$ cat config.mk
export PLATFORM = sky130hd
export DESIGN_NAME = tkc_touch_ctrl
export DESIGN_NICKNAME = d
export VERILOG_FILES = /design/src/inc/tkc_pkg.sv /design/src/rtl/tkc_touch_ctrl.sv
export SDC_FILE = /design/constraint.sdc
export NUM_CORES = 1
export LEC_CHECK = 0
export BUFFER_PORTS_ARGS = -buffer_cell sky130_fd_sc_hd__buf_2
export CORE_MARGIN = 8
export CORE_UTILIZATION = 44
export DETAILED_ROUTE_END_ITERATION = 10
export PLACE_DENSITY = 0.67
export SLEW_MARGIN = 20
export SYNTH_ARGS = -nofsm -noshare
export SYNTH_HDL_FRONTEND = slang
export SYNTH_SLANG_ARGS = --single-unit
$ cat constraint.sdc
create_clock -name core_clk -period 2.7 [get_ports core_clk]
set_clock_uncertainty 0.05 [all_clocks]
set_input_delay 0.135 -clock core_clk [delete_from_list [all_inputs] [get_ports core_clk]]
set_output_delay 0.135 -clock core_clk [all_outputs]
set_load 0.02 [all_outputs]
$ cat src/inc/tkc_pkg.sv
// Constants and carrier types for the touch key counter control block
package tkc_pkg;
   // ==========================================================
   // Shared register byte addresses
   localparam logic [7:0] TKC_ADR_PRELOAD = 8'h00;
   localparam logic [7:0] TKC_ADR_CTRL_A = 8'h04;
   localparam logic [7:0] TKC_ADR_FREQ = 8'h08;
   localparam logic [7:0] TKC_ADR_CAL_LO = 8'h0c;
   localparam logic [7:0] TKC_ADR_CAL_HI = 8'h10;
   localparam logic [7:0] TKC_ADR_STATUS = 8'h14;
   // ==========================================================
   // Module blocks: block index is adr[7:5], word is adr[4:2]
   localparam logic [2:0] TKC_BLK_SHARED = 3'h0;
   localparam logic [2:0] TKC_BLK_MOD0 = 3'h1;
   localparam logic [2:0] TKC_MREG_CYC_LO = 3'h0;
   localparam logic [2:0] TKC_MREG_CYC_HI = 3'h1;
   localparam logic [2:0] TKC_MREG_REF_LO = 3'h2;
   localparam logic [2:0] TKC_MREG_REF_HI = 3'h3;
   localparam logic [2:0] TKC_MREG_CTL_A = 3'h4;
   localparam logic [2:0] TKC_MREG_CTL_B = 3'h5;
   // ==========================================================
   // Field positions
   localparam int TKC_BIT_SLOT_OVF = 6;
   localparam int TKC_BIT_START = 5;
   localparam int TKC_BIT_CYC_OVF = 4;
   localparam int TKC_BIT_CAL_OVF = 3;
   localparam int TKC_BIT_SHARED = 2;
   localparam int TKC_BIT_IRQ = 0;
   localparam int TKC_BIT_AUTO = 1;
   localparam int TKC_BIT_HOP_SRC = 3;
   localparam int TKC_BIT_SLOT_SRC = 7;
   // ==========================================================
   // Reset values and counter limits
   localparam logic [1:0] TKC_FREQ_RST = 2'h3;
   localparam logic [4:0] TKC_UNIT_LAST = 5'h1f;
   localparam logic [7:0] TKC_SLOT_LAST = 8'hff;
   localparam logic [15:0] TKC_CNT_LAST = 16'hffff;
   localparam logic [1:0] TKC_CAL_DIV1 = 2'h0;
   localparam logic [1:0] TKC_CAL_DIV2 = 2'h1;
   localparam logic [1:0] TKC_CAL_DIV4 = 2'h2;
   localparam logic [1:0] TKC_CAL_DIV8 = 2'h3;
   // ==========================================================
   // Types
   typedef enum logic [2:0] {
      TKC_ST_IDLE = 3'h1,
      TKC_ST_RUN = 3'h2,
      TKC_ST_DONE = 3'h4
   } tkc_meas_state_type;
   typedef struct packed {
      logic [15:0] cyc_cnt;
      logic [4:0] unit_cnt;
      logic [7:0] slot_cnt;
      logic [9:0] ref_cap;
      logic [7:0] ctl;
      logic slot_src;
      logic done;
      logic osc_on;
      logic [2:0] hop;
   } tkc_mod_state_type;
   typedef struct packed {
      logic osc_on;
      logic [1:0] key_mux_select;
      logic freq_double_enable;
      logic [2:0] hop_frequency;
      logic [9:0] ref_cap_value;
   } tkc_mod_out_type;
endpackage

$ cat src/rtl/tkc_touch_ctrl.sv
// Touch key counter control with its Wishbone register file
`timescale 1ns/10ps
`default_nettype none
module tkc_touch_ctrl #(
   parameter int NUM_MOD = 5
) (
   // Clock and reset
   input wire logic core_clk,
   input wire logic resetn,
   // Wishbone slave
   input wire logic wb_cyc_i,
   input wire logic wb_stb_i,
   input wire logic wb_we_i,
   input wire logic [7:0] wb_adr_i,
   input wire logic [3:0] wb_sel_i,
   input wire logic [31:0] wb_dat_i,
   output logic [31:0] wb_dat_o,
   output logic wb_ack_o,
   // Oscillator edges, one-cycle pulses
   input wire logic [NUM_MOD-1:0] ref_osc_tick,
   input wire logic [NUM_MOD-1:0][3:0] key_osc_tick,
   // Auto scan memory and hardware hopping
   input wire logic [NUM_MOD-1:0][9:0] next_ref_cap,
   input wire logic [2:0] hw_hop_sel,
   // Oscillator controls and flags
   output logic [1:0] osc_frequency_select,
   output tkc_pkg::tkc_mod_out_type [NUM_MOD-1:0] mod_out,
   output logic touch_irq_flag
);
   // ==========================================================
   // State
   typedef struct packed {
      tkc_pkg::tkc_meas_state_type st;
      logic [7:0] preload;
      logic slot_ovf;
      logic start;
      logic cyc_ovf;
      logic cal_ovf;
      logic shared;
      logic [1:0] cal_sel;
      logic [1:0] freq;
      logic irq;
      logic auto_scan;
      logic [2:0] div;
      logic [15:0] cal_cnt;
      tkc_pkg::tkc_mod_state_type [NUM_MOD-1:0] m;
      logic ack;
      logic [31:0] rdata;
   } tkc_state_type;

   tkc_state_type s_q;
   tkc_state_type s_d;
   logic req;
   logic wr;
   logic [7:0] wd;
   logic [2:0] blk;
   logic [2:0] mreg;
   logic run;
   logic cal_tick;
   logic cal_wrap;
   logic start_rise;
   logic all_done;
   logic [NUM_MOD-1:0] slot_tick;
   logic [NUM_MOD-1:0] slot_hit;
   logic [NUM_MOD-1:0] stop_evt;
   logic [NUM_MOD-1:0] cyc_wrap;

   assign blk = wb_adr_i[7:5];
   assign mreg = wb_adr_i[4:2];
   assign wd = wb_dat_i[7:0];

   // ==========================================================
   // Next state
   always_comb begin
      s_d = s_q;
      req = wb_cyc_i & wb_stb_i & ~s_q.ack;
      wr = req & wb_we_i & wb_sel_i[0];
      run = (s_q.st == tkc_pkg::TKC_ST_RUN);
      cal_tick = 1'b0;
      cal_wrap = 1'b0;
      start_rise = 1'b0;
      all_done = 1'b0;
      slot_tick = '0;
      slot_hit = '0;
      stop_evt = '0;
      cyc_wrap = '0;
      s_d.div = s_q.div + 3'h1;
      // Register writes; hardware sets below win over clears
      if (wr && blk == tkc_pkg::TKC_BLK_SHARED) begin
         unique case (wb_adr_i)
            tkc_pkg::TKC_ADR_PRELOAD: s_d.preload = wd;
            tkc_pkg::TKC_ADR_CTRL_A: begin
               s_d.slot_ovf = s_q.slot_ovf & wd[tkc_pkg::TKC_BIT_SLOT_OVF];
               s_d.start = wd[tkc_pkg::TKC_BIT_START];
               s_d.cyc_ovf = s_q.cyc_ovf & wd[tkc_pkg::TKC_BIT_CYC_OVF];
               s_d.cal_ovf = s_q.cal_ovf & wd[tkc_pkg::TKC_BIT_CAL_OVF];
               s_d.shared = wd[tkc_pkg::TKC_BIT_SHARED];
               s_d.cal_sel = wd[1:0];
            end
            tkc_pkg::TKC_ADR_FREQ: s_d.freq = wd[1:0];
            tkc_pkg::TKC_ADR_STATUS: begin
               s_d.irq = s_q.irq & wd[tkc_pkg::TKC_BIT_IRQ];
               s_d.auto_scan = wd[tkc_pkg::TKC_BIT_AUTO];
            end
            default: ;
         endcase
      end
      for (int i = 0; i < NUM_MOD; i++) begin
         if (wr && blk == tkc_pkg::TKC_BLK_MOD0 + 3'(i)) begin
            unique case (mreg)
               tkc_pkg::TKC_MREG_REF_LO: s_d.m[i].ref_cap[7:0] = wd;
               tkc_pkg::TKC_MREG_REF_HI: s_d.m[i].ref_cap[9:8] = wd[1:0];
               tkc_pkg::TKC_MREG_CTL_A: s_d.m[i].ctl = wd;
               tkc_pkg::TKC_MREG_CTL_B: s_d.m[i].slot_src = wd[tkc_pkg::TKC_BIT_SLOT_SRC];
               default: ;
            endcase
         end
      end
      // Calibration counter clock select
      unique case (s_q.cal_sel)
         tkc_pkg::TKC_CAL_DIV1: cal_tick = 1'b1;
         tkc_pkg::TKC_CAL_DIV2: cal_tick = s_q.div[0];
         tkc_pkg::TKC_CAL_DIV4: cal_tick = &s_q.div[1:0];
         tkc_pkg::TKC_CAL_DIV8: cal_tick = &s_q.div;
      endcase
      if (run && cal_tick) begin
         s_d.cal_cnt = s_q.cal_cnt + 16'h0001;
         if (s_q.cal_cnt == tkc_pkg::TKC_CNT_LAST) begin
            cal_wrap = 1'b1;
            s_d.cal_ovf = 1'b1;
         end
      end
      // Slot timers
      for (int i = 0; i < NUM_MOD; i++) begin
         slot_tick[i] = s_q.m[i].slot_src ? &s_q.div[1:0] : ref_osc_tick[i];
         slot_hit[i] = run && !s_q.m[i].done && slot_tick[i]
            && s_q.m[i].unit_cnt == tkc_pkg::TKC_UNIT_LAST
            && s_q.m[i].slot_cnt == tkc_pkg::TKC_SLOT_LAST;
      end
      for (int i = 0; i < NUM_MOD; i++) begin
         stop_evt[i] = s_q.shared ? slot_hit[0] : slot_hit[i];
         if (run && !s_q.m[i].done) begin
            if (key_osc_tick[i][s_q.m[i].ctl[7:6]]) begin
               s_d.m[i].cyc_cnt = s_q.m[i].cyc_cnt + 16'h0001;
               if (s_q.m[i].cyc_cnt == tkc_pkg::TKC_CNT_LAST) begin
                  cyc_wrap[i] = 1'b1;
                  s_d.cyc_ovf = 1'b1;
               end
            end
            if (slot_tick[i]) begin
               s_d.m[i].unit_cnt = s_q.m[i].unit_cnt + 5'h01;
               if (s_q.m[i].unit_cnt == tkc_pkg::TKC_UNIT_LAST) begin
                  s_d.m[i].slot_cnt = s_q.m[i].slot_cnt + 8'h01;
               end
            end
            if (stop_evt[i]) begin
               s_d.m[i].done = 1'b1;
               if (s_q.auto_scan) begin
                  s_d.m[i].ref_cap = next_ref_cap[i];
               end
            end
         end
      end
      all_done = 1'b1;
      for (int i = 0; i < NUM_MOD; i++) begin
         all_done = all_done & s_d.m[i].done;
      end
      if (run && all_done) begin
         s_d.st = tkc_pkg::TKC_ST_DONE;
         s_d.slot_ovf = 1'b1;
         s_d.irq = 1'b1;
      end
      // Measure start edges
      start_rise = s_d.start & ~s_q.start;
      if (!s_d.start) begin
         s_d.st = tkc_pkg::TKC_ST_IDLE;
         s_d.cal_cnt = '0;
         for (int i = 0; i < NUM_MOD; i++) begin
            s_d.m[i].cyc_cnt = '0;
            s_d.m[i].unit_cnt = '0;
            s_d.m[i].done = 1'b0;
         end
      end else if (start_rise) begin
         s_d.st = tkc_pkg::TKC_ST_RUN;
         for (int i = 0; i < NUM_MOD; i++) begin
            s_d.m[i].slot_cnt = s_q.preload;
            s_d.m[i].done = 1'b0;
         end
      end
      for (int i = 0; i < NUM_MOD; i++) begin
         s_d.m[i].osc_on = (s_d.st == tkc_pkg::TKC_ST_RUN) && !s_d.m[i].done;
         s_d.m[i].hop = s_d.m[i].ctl[tkc_pkg::TKC_BIT_HOP_SRC] ? hw_hop_sel
            : s_d.m[i].ctl[2:0];
      end
      // Bus answer, one cycle after the request
      s_d.ack = req;
      s_d.rdata = '0;
      if (req && !wb_we_i) begin
         if (blk == tkc_pkg::TKC_BLK_SHARED) begin
            unique case (wb_adr_i)
               tkc_pkg::TKC_ADR_PRELOAD: s_d.rdata[7:0] = s_q.preload;
               tkc_pkg::TKC_ADR_CTRL_A: s_d.rdata[7:0] = {1'b0, s_q.slot_ovf, s_q.start,
                  s_q.cyc_ovf, s_q.cal_ovf, s_q.shared, s_q.cal_sel};
               tkc_pkg::TKC_ADR_FREQ: s_d.rdata[7:0] = {6'h00, s_q.freq};
               tkc_pkg::TKC_ADR_CAL_LO: s_d.rdata[7:0] = s_q.start ? s_q.cal_cnt[7:0] : 8'h00;
               tkc_pkg::TKC_ADR_CAL_HI: s_d.rdata[7:0] = s_q.start ? s_q.cal_cnt[15:8] : 8'h00;
               tkc_pkg::TKC_ADR_STATUS: s_d.rdata[7:0] = {6'h00, s_q.auto_scan, s_q.irq};
               default: ;
            endcase
         end
         for (int i = 0; i < NUM_MOD; i++) begin
            if (blk == tkc_pkg::TKC_BLK_MOD0 + 3'(i)) begin
               unique case (mreg)
                  tkc_pkg::TKC_MREG_CYC_LO:
                     s_d.rdata[7:0] = s_q.start ? s_q.m[i].cyc_cnt[7:0] : 8'h00;
                  tkc_pkg::TKC_MREG_CYC_HI:
                     s_d.rdata[7:0] = s_q.start ? s_q.m[i].cyc_cnt[15:8] : 8'h00;
                  tkc_pkg::TKC_MREG_REF_LO: s_d.rdata[7:0] = s_q.m[i].ref_cap[7:0];
                  tkc_pkg::TKC_MREG_REF_HI: s_d.rdata[7:0] = {6'h00, s_q.m[i].ref_cap[9:8]};
                  tkc_pkg::TKC_MREG_CTL_A: s_d.rdata[7:0] = s_q.m[i].ctl;
                  tkc_pkg::TKC_MREG_CTL_B: s_d.rdata[7:0] = {s_q.m[i].slot_src, 7'h00};
                  default: ;
               endcase
            end
         end
      end
   end

   // ==========================================================
   // Registers
   always_ff @(posedge core_clk) begin
      if (!resetn) begin
         s_q <= '0;
         s_q.st <= tkc_pkg::TKC_ST_IDLE;
         s_q.freq <= tkc_pkg::TKC_FREQ_RST;
      end else begin
         s_q <= s_d;
      end
   end

   // ==========================================================
   // Outputs
   assign wb_ack_o = s_q.ack;
   assign wb_dat_o = s_q.rdata;
   assign osc_frequency_select = s_q.freq;
   assign touch_irq_flag = s_q.irq;
   for (genvar g = 0; g < NUM_MOD; g++) begin : g_mod
      assign mod_out[g].osc_on = s_q.m[g].osc_on;
      assign mod_out[g].key_mux_select = s_q.m[g].ctl[7:6];
      assign mod_out[g].freq_double_enable = s_q.m[g].ctl[5];
      assign mod_out[g].hop_frequency = s_q.m[g].hop;
      assign mod_out[g].ref_cap_value = s_q.m[g].ref_cap;
   end

   // ==========================================================
   // Assertions
   a_cyc_ovf_sticky: assert property (@(posedge core_clk) disable iff (!resetn)
      cyc_wrap[0] |=> s_q.cyc_ovf && s_q.m[0].cyc_cnt == 16'h0000)
      else $error("cycle counter wrap did not set its flag");
   a_cal_ovf_sticky: assert property (@(posedge core_clk) disable iff (!resetn)
      cal_wrap |=> s_q.cal_ovf && s_q.cal_cnt == 16'h0000)
      else $error("calibration counter wrap did not set its flag");
   a_cal_hold_done: assert property (@(posedge core_clk) disable iff (!resetn)
      (s_q.st == tkc_pkg::TKC_ST_DONE && s_q.start) ##1 s_q.start |-> $stable(s_q.cal_cnt))
      else $error("calibration counter moved after slot overflow");
   a_cyc_hold_done: assert property (@(posedge core_clk) disable iff (!resetn)
      (s_q.m[0].done && s_q.start) ##1 s_q.start |-> $stable(s_q.m[0].cyc_cnt))
      else $error("cycle counter moved after slot overflow");
   a_zero_when_stop: assert property (@(posedge core_clk) disable iff (!resetn)
      (!s_q.start && !start_rise) |=> s_q.cal_cnt == 16'h0000 && s_q.m[0].cyc_cnt == 16'h0000)
      else $error("counter not cleared while start is low");
   a_start_runs: assert property (@(posedge core_clk) disable iff (!resetn)
      start_rise |=> s_q.st == tkc_pkg::TKC_ST_RUN && mod_out[0].osc_on
         && s_q.m[0].slot_cnt == $past(s_q.preload))
      else $error("start edge did not switch counters on");
   a_slot_end_flags: assert property (@(posedge core_clk) disable iff (!resetn)
      (run && all_done && s_d.start) |=> s_q.slot_ovf && s_q.irq && !mod_out[0].osc_on)
      else $error("slot overflow did not set flags and stop");
   a_hop_source: assert property (@(posedge core_clk) disable iff (!resetn)
      s_q.m[0].ctl[tkc_pkg::TKC_BIT_HOP_SRC] ##1 $stable(s_q.m[0].ctl)
         |-> mod_out[0].hop_frequency == $past(hw_hop_sel))
      else $error("hardware hopping not followed");
   a_wb_ack_pulse: assert property (@(posedge core_clk) disable iff (!resetn)
      wb_ack_o |=> !wb_ack_o)
      else $error("ack held longer than one cycle");
   a_shared_stop: assert property (@(posedge core_clk) disable iff (!resetn)
      (s_q.shared && slot_hit[0]) |-> stop_evt[NUM_MOD-1])
      else $error("shared slot timer did not stop every module");
endmodule // tkc_touch_ctrl
`default_nettype wire

==> results of run 1 <==
[worst min-delay path, stage by stage]
cell and delay, ns:
buf_2 0.24, nand2_1 0.11, a21oi_1 0.06
[power groups by stage]
stage,Clock (µW),Sequential (µW),Combinational [µW]
after CTS,5080,4660,534
after detailed placement,0,4760,471
after global routing,5280,4660,572
final,5010,4660,549
after global placement,0,4760,469
after floorplan,0,4760,258
[sequential cells by signal (all words and copies together) (netlist names)]
name	count
mod_out	85
osc_frequency_select	2
wb_dat_o	8
wb_ack_o	1
s_q	218
touch_irq_flag	1
[logic make-up (layout without fill, tap and decap cells)]
kind of cell	Yosys count	count (layout)
DFF	315	315
xor gates and xnor gates	119	119
and+or+nand+nor	633	633
AOI/OAI and AO/OA	335	335
buffers and inverters	235	414
other	1	25
muxes	157	157
adders and majority gates	23	23
[Yosys cell counts (6+ instances only)]
master,instances,area [µm²]
dfxtp_1,315,6310
nor2_1,238,893
mux2i_1,145,1450
nand2_1,123,462
buf_4,119,893
a21oi_1,97,485
clkbuf_1,76,285
xor2_1,71,622
a211oi_1,54,405
o21ai_0,53,265
nand3_1,49,245
xnor2_1,48,420
nand4_1,39,244
and3_1,34,213
buf_2,23,115
ha_1,23,288
or3_1,23,144
a22o_1,20,175
nor3_1,20,100
and2_1,18,113
a222oi_1,15,150
o22a_1,15,131
a221oi_1,14,123
a22oi_1,13,97.6
nand3b_1,12,90.1
o22ai_1,12,75.1
inv_1,11,41.3
nor3_2,10,100
a31oi_1,9,56.3
mux2_2,7,78.8
and3b_1,6,52.6
buf_1,6,22.5
nor3b_1,6,45.0
[cell type report]
type	instances	area [µm²]
antenna	1	2.50
clock buffer	49	1060
clock inverter	12	144
fill	3289	17300
inverter	11	42.5
multi-input combinational	1291	8590
sequential	315	6310
tap	468	586
timing repair buffer	342	2280
[timing repair]
| action | in CTS | in global routing |
|---|---|---|
| endpoints found under the setup margin | 0 | 8 |
| resized for setup | 0 | 7 |
| endpoints found under the hold margin | 69 | 0 |
| hold buffers | 56 | 0 |
[per-stage QoR]
stage / cells / hold WS, ns / area (µm²) / power, µW
final: 2489 / 0.0377 / 19000 / 10200
after global routing: 2489 / 0.0453 / 19000 / 10500
after CTS: 2488 / 0.0140 / 19000 / 10300
after detailed placement: 2371 / 0.324 / 17200 / 5230
after global placement: 2371 / 0.314 / 17200 / 5230
after floorplan: 1841 / 0.196 / 16200 / 5020
[placed cells by master (no fill, tap or decap), types with 6 or more instances in the layout]
cell type | synthesis | layout
nand3_1 | 49 | 49
buf_4 | 119 | 85
or3_1 | 23 | 23
and2_1 | 18 | 18
o22ai_1 | 12 | 12
inv_1 | 11 | 10
o21ai_0 | 53 | 53
and3b_1 | 6 | 6
a21oi_1 | 97 | 97
mux2i_1 | 145 | 145
nor2_1 | 238 | 238
a22oi_1 | 13 | 13
xnor2_1 | 48 | 48
xor2_1 | 71 | 71
dlygate4sd3_1 | 0 | 56
a221oi_1 | 14 | 14
and3_1 | 34 | 34
ha_1 | 23 | 20
nor3_1 | 20 | 19
conb_1 | 1 | 24
a211oi_1 | 54 | 54
nand2_1 | 123 | 123
dfxtp_1 | 315 | 313
buf_2 | 23 | 196
a222oi_1 | 15 | 15
o22a_1 | 15 | 15
clkbuf_16 | 0 | 39
clkinv_2 | 0 | 7
nand4_1 | 39 | 39
nor3_2 | 10 | 11
mux2_2 | 7 | 6
nand3b_1 | 12 | 12
a22o_1 | 20 | 20
a31oi_1 | 9 | 9
[per-layer routing]
layer  wire [µm]  global-route usage (%)
met1       22400                    29.8
met2       24700                    38.8
met3        4030                    4.68
met4        2270                    10.1
met5           0                       0
[worst max path at each step]
stage / to / start / slack (ns)
final: s_q[338]$_SDFF_PN0_ / s_q[277]$_SDFFE_PN0P_ / 0.16
after global routing: s_q[338]$_SDFF_PN0_ / s_q[277]$_SDFFE_PN0P_ / 0.05
after CTS: s_q[338]$_SDFF_PN0_ / s_q[277]$_SDFFE_PN0P_ / 0.03
after detailed placement: mod_out[33]$_SDFF_PN0_ / s_q[277]$_SDFFE_PN0P_ / 0.04
after global placement: mod_out[67]$_SDFF_PN0_ / s_q[277]$_SDFFE_PN0P_ / 0.08
after floorplan: mod_out[33]$_SDFF_PN0_ / s_q[277]$_SDFFE_PN0P_ / 0.20
==> reports/metrics.csv, run 1 <==
stage,metric,value,unit
sta,Worst Tran Pin Value,0.880,ns
setup_path,CP Depth,9,
global_routing,largest net degree at the start of global routing,64,
synthesis,Post-synth top flop,dfxtp_1,
place,post-place setup slack,0.0427,ns
sta,Slew headroom,40.7,%
flow_run,max_cap viols,0,
setup_path,"slowest stage delay, CP",0.52,ns
sta,final hold violations,0,
worst_hold_path,Cells on Worst Hold Path,3,
clocking,CTS Buf Count,37,
synthesis,syn_area_per_cell,8.87,µm²
synthesis,register bit total from synthesis,315,
synthesis,largest family of logic cells by synthesized area,simple AND/OR/NAND/NOR gates,
drt,Post-route DRC,0,
power_and_ir_drop,internal power,7900,µW
clocking,clk sink count,315,
floorplan,Starting Density,44.4,%
run_status,status,completed,
layout,Final Util,52.3,%
synthesis,multiplexer share of the synthesized area,10.2,%
synthesis,Synth Area in Compound Gates,14.0,%
synthesis,synth unique cells,72,
global_routing,vias in the first global route,14200,
setup_path,Critical Path AT,2.93,ns
power_and_ir_drop,LEAKAGE,0.00697,µW
synthesis,XOR/XNOR Fraction of Synth Area,6.46,%
setup_path,reg2reg end,s_q[338]$_SDFF_PN0_,
setup_path,Crit-path slowest cell,or4_4,
drt,Via-to-Cell Ratio,5.79,
setup_path,critical path class,flop to flop,
global_routing,first-pass GRT wire length,81500,µm
setup_path,WP data required,3.10,ns
worst_hold_path,hold worst-path end,s_q[323]$_SDFFE_PN0P_,
clocking,CTS tree,done,
synthesis,asr flop ratio synth,0,%
worst_hold_path,HP Start,wb_dat_i[2],
global_routing,initial antenna violation count,3,
sta,"Slew Viols, Final",0,
setup_path,reg2reg start,s_q[277]$_SDFFE_PN0P_,
power_and_ir_drop,Seq pwr share,45.6,%
sta,final critical-path required period,2.54,ns
clocking,clk slew on worst S/H paths,0.06,ns
setup_path,CP most frequent cell,ha_2,
setup_path,critical path peak fanout,3,
setup_path,"critical path, cell by cell",ha_2 > and3_1 > ha_2 > nand3_1 > or2_4 > o41a_1 > or4_4 > a21o_1 > a21oi_1,
synthesis,Synth warnings,0,
synthesis,Adder-Cell Fraction of Synth Area,1.78,%
global_routing,gr usage total,23.6,%
floorplan,core box area,0.0363,mm²
power_and_ir_drop,Comb power frac,5.4,%
synthesis,Syn Std Cell Area,0.0161,mm²
floorplan,die area,0.0430,mm²
synthesis,Post-synth EDFFs,0,
clocking,CTS Buffer Depth,3,
sta,fin crit share,94.0,%
layout,Syn-to-layout area delta,17.9,%
power_and_ir_drop,PD cells,537,mW/mm²
clocking,# Post-CTS Setup Buffers,0,
power_and_ir_drop,Clock power frac,49.0,%
setup_path,crit end category,flop,
synthesis,register area share after synthesis,39.1,%
floorplan,Die X,207,µm
drt,Vias,14400,
place,DPL Wire Length,38700,µm
drt,Starting DRT DRC Count,1324,
setup_path,FF-to-FF path depth,9,
floorplan,Top Ports,248,
setup_path,"Largest delay share family, worst path",simple AND/OR/NAND/NOR gates,
setup_path,startpoint types,flop,
sta,RSZ-0062 raised after global routing,no,
synthesis,Synth Area in Simple Gates,20.1,%
drt,WL final,53400,µm
global_routing,grt ovf,0,
floorplan,Rows,70,
sta,final worst setup slack,0.163,ns
sta,setup TNS,0,ns
worst_hold_path,worst hold path class,primary input to flop,
clocking,clk_lat worst skew,0.52,ns
clocking,Root Driver,clkbuf_16,
layout,layout cells sized above 1,19.7,%
clocking,H-tree Lvls,2,
synthesis,Mapped Cells,1818,
layout,Post-layout nets,2148,
floorplan,Die Span Y,207,µm
place,routability congestion estimate,0.925,
place,# port buffers,196,
setup_path,Reg2Reg Setup Slack,0.16,ns
setup_path,buffer and inverter count on the worst path,0,
power_and_ir_drop,NetSw,2320,µW
power_and_ir_drop,sw frac,22.7,%
power_and_ir_drop,worst vdd ir,0.351,mV
sta,Final setup viols,0,
sta,fmax,394,MHz
drt,ANT nets after route,0,
drt,Pre-Repair DR Iteration Count,6,
drt,WL/cell,21.5,µm
Power figures use the tool's default switching activity.
==> run 2: changes to the inputs <==
--- a/config.mk
+++ b/config.mk
@@ -9,7 +9,6 @@
 export CORE_MARGIN = 8
 export CORE_UTILIZATION = 44
 export DETAILED_ROUTE_END_ITERATION = 10
-export PLACE_DENSITY = 0.67
 export SLEW_MARGIN = 20
 export SYNTH_ARGS = -nofsm -noshare
 export SYNTH_HDL_FRONTEND = slang
==> constraint.sdc (replaced) <==
create_clock -name core_clk -period 2.45 [get_ports core_clk]
set_clock_uncertainty 0.05 [all_clocks]
set_input_delay 0.1225 -clock core_clk [delete_from_list [all_inputs] [get_ports core_clk]]
set_output_delay 0.1225 -clock core_clk [all_outputs]
set_load 0.02 [all_outputs]
==> reports/metrics.csv, run 2 (synthesis gave the netlist of run 1 again) <==
stage,metric,value,unit
run_status,status,completed,
clocking,clk slew on worst S/H paths,0.06,ns
setup_path,"critical path, cell by cell",ha_4 > and3_4 > ha_4 > nand3_2 > or2_4 > o41a_1 > or4_4 > a21o_1 > a21oi_1,
global_routing,gr busiest metal,met2,
clocking,CTS Buf Count,37,
floorplan,die area,0.0430,mm²
layout,"most common cell after layout, fill and taps aside",dfxtp_1,
sta,"Slew Viols, Final",0,
setup_path,FF-to-FF path depth,9,
setup_path,critical path peak fanout,3,
drt,WL/cell,21.3,µm
power_and_ir_drop,worst vdd ir,0.373,mV
sta,final hold violations,0,
sta,Final setup viols,0,
setup_path,CP most frequent cell,ha_4,
sta,Slew headroom,57.4,%
global_routing,initial antenna violation count,1,
setup_path,buffer and inverter count on the worst path,0,
worst_hold_path,HP Start,wb_dat_i[2],
clocking,Root Driver,clkbuf_16,
setup_path,Reg2Reg Setup Slack,0.03,ns
layout,fill count,3320,
place,# port buffers,196,
clocking,H-tree Lvls,2,
drt,ANT nets after route,0,
global_routing,met2 Resource Use GR,38.4,%
setup_path,Crit-path slowest cell,or4_4,
sta,fmax,413,MHz
sta,Worst Tran Pin Value,0.635,ns
floorplan,Starting Density,44.4,%
flow_run,max_cap viols,0,
drt,Via-to-Cell Ratio,5.67,
floorplan,Die X,207,µm
sta,RSZ-0062 raised after global routing,yes,
drt,Post-route DRC,0,
floorplan,Top Ports,248,
worst_hold_path,hold worst-path end,s_q[330]$_SDFFE_PN0P_,
drt,Pre-Repair DR Iteration Count,7,
sta,fin crit share,98.7,%
setup_path,startpoint types,flop,
layout,layout cells sized above 1,22.6,%
clocking,clk sink count,315,
setup_path,"Largest delay share family, worst path",simple AND/OR/NAND/NOR gates,
global_routing,gr usage total,23.9,%
setup_path,Critical Path AT,2.82,ns
sta,final critical-path required period,2.42,ns
global_routing,GR Util met3,4.38,%
setup_path,"slowest stage delay, CP",0.53,ns
floorplan,Rows,70,
global_routing,first-pass GRT wire length,82100,µm
layout,Post-layout nets,2195,
global_routing,vias in the first global route,14300,
layout,"commonest cells after routing, fill and taps aside","dfxtp_1 (311), nor2_1 (237), buf_2 (196)",
clocking,clk_lat worst skew,0.52,ns
clocking,CTS Buffer Depth,3,
power_and_ir_drop,LEAKAGE,0.00727,µW
place,Post-DP Area,0.0176,mm²
setup_path,WP data required,2.85,ns
global_routing,largest net degree at the start of global routing,61,
setup_path,critical path class,flop to flop,
place,routability congestion estimate,0.942,
layout,max FFs per register,218,
layout,FF+latch area,0.00631,mm²
layout,Non-Filler Instances,2542,
power_and_ir_drop,PD cells,588,mW/mm²
drt,Vias,14400,
layout,Top reg by flops,s_q,
setup_path,CP Depth,9,
global_routing,GR Util met1,30.9,%
layout,final instance area,0.0196,mm²
worst_hold_path,Cells on Worst Hold Path,3,
clocking,CTS tree,done,
power_and_ir_drop,total power,11500,µW
drt,WL final,54200,µm
floorplan,Die Span Y,207,µm
place,Inst Count DP,2412,
global_routing,grt ovf,0,
layout,Syn-to-layout area delta,21.7,%
drt,Starting DRT DRC Count,1422,
setup_path,crit end category,flop,
layout,multi-input logic area,0.00873,mm²
place,DPL Wire Length,39600,µm
setup_path,reg2reg start,s_q[277]$_SDFFE_PN0P_,
worst_hold_path,worst hold path class,primary input to flop,
setup_path,reg2reg end,s_q[338]$_SDFF_PN0_,
floorplan,core box area,0.0363,mm²
[run 2: cell count changes in the layout (fill, tap and decap cells not counted), sizes merged]
cell / change
buf: +47
bufinv: +2
clkbuf: +2
clkinv: +3
clkinvlp: -1
[run 2: worst max path at each step]
stage,startpoint,endpoint,slack [ns]
2_1_floorplan,s_q[278]$_SDFFE_PN0P_,s_q[338]$_SDFF_PN0_,0.02
5_1_grt,s_q[224]$_SDFFE_PN0P_,s_q[338]$_SDFF_PN0_,-0.06
4_1_cts,s_q[314]$_SDFF_PN0_,s_q[308]$_SDFFE_PN0P_,0.006
3_3_place_gp,s_q[278]$_SDFFE_PN0P_,s_q[338]$_SDFF_PN0_,-0.06
6_report,s_q[277]$_SDFFE_PN0P_,s_q[338]$_SDFF_PN0_,0.03
3_5_place_dp,s_q[278]$_SDFFE_PN0P_,s_q[338]$_SDFF_PN0_,-0.10
[run 2: what timing repair did]
action,CTS,global route
resized for setup,7,24
hold endpoints to repair,69,0
buffers inserted,2,4
pin swaps,5,11
hold buffers,56,0
endpoints found under the setup margin,23,54
[run 2: worst register-to-register path, stage by stage (launching register included)]
cell     delay (ns)
dfxtp_2        0.35
ha_4           0.13
and3_4         0.19
ha_4           0.13
nand3_2        0.05
or2_4          0.23
o41a_1         0.32
or4_4          0.53
a21o_1         0.22
a21oi_1        0.15
[run 2: through the flow]
| step | TNS (ns) | worst slack [ns] | hold slack (ns) | utilization, % |
|---|---|---|---|---|
| 2_1_floorplan | 0 | 0.0169 | 0.184 | - |
| 5_1_grt | -0.201 | -0.0578 | 0.0302 | 54.0 |
| 4_1_cts | 0 | 0.00616 | 0.00494 | 53.6 |
| 3_3_place_gp | -0.387 | -0.0633 | 0.326 | 48.4 |
| 3_5_place_dp | -0.597 | -0.102 | 0.338 | 48.4 |
| 6_report | 0 | 0.0315 | 0.0415 | 54.0 |
[run 2: area by class of cell]
type,count,share of cell area [%]
antenna,1,0.0128
clock buffer,51,5.46
clock inverter,16,1.08
inverter,11,0.217
multi-input combinational,1291,44.5
sequential,315,32.2
tap,468,2.98
timing repair buffer,389,13.6
[run 2: per-layer routing]
layer,vias to the layer above,wire [µm]
met1,6926,23300
met5,-,0
met4,0,2280
met2,558,24700
li1,6827,-
met3,107,3870
[run 2: power by group]
part	leakage [µW]	switching (µW)	internal (µW)
logic	0.00409	382	245
registers	0.00254	5.21	5130
clock network	0.000635	2180	3590
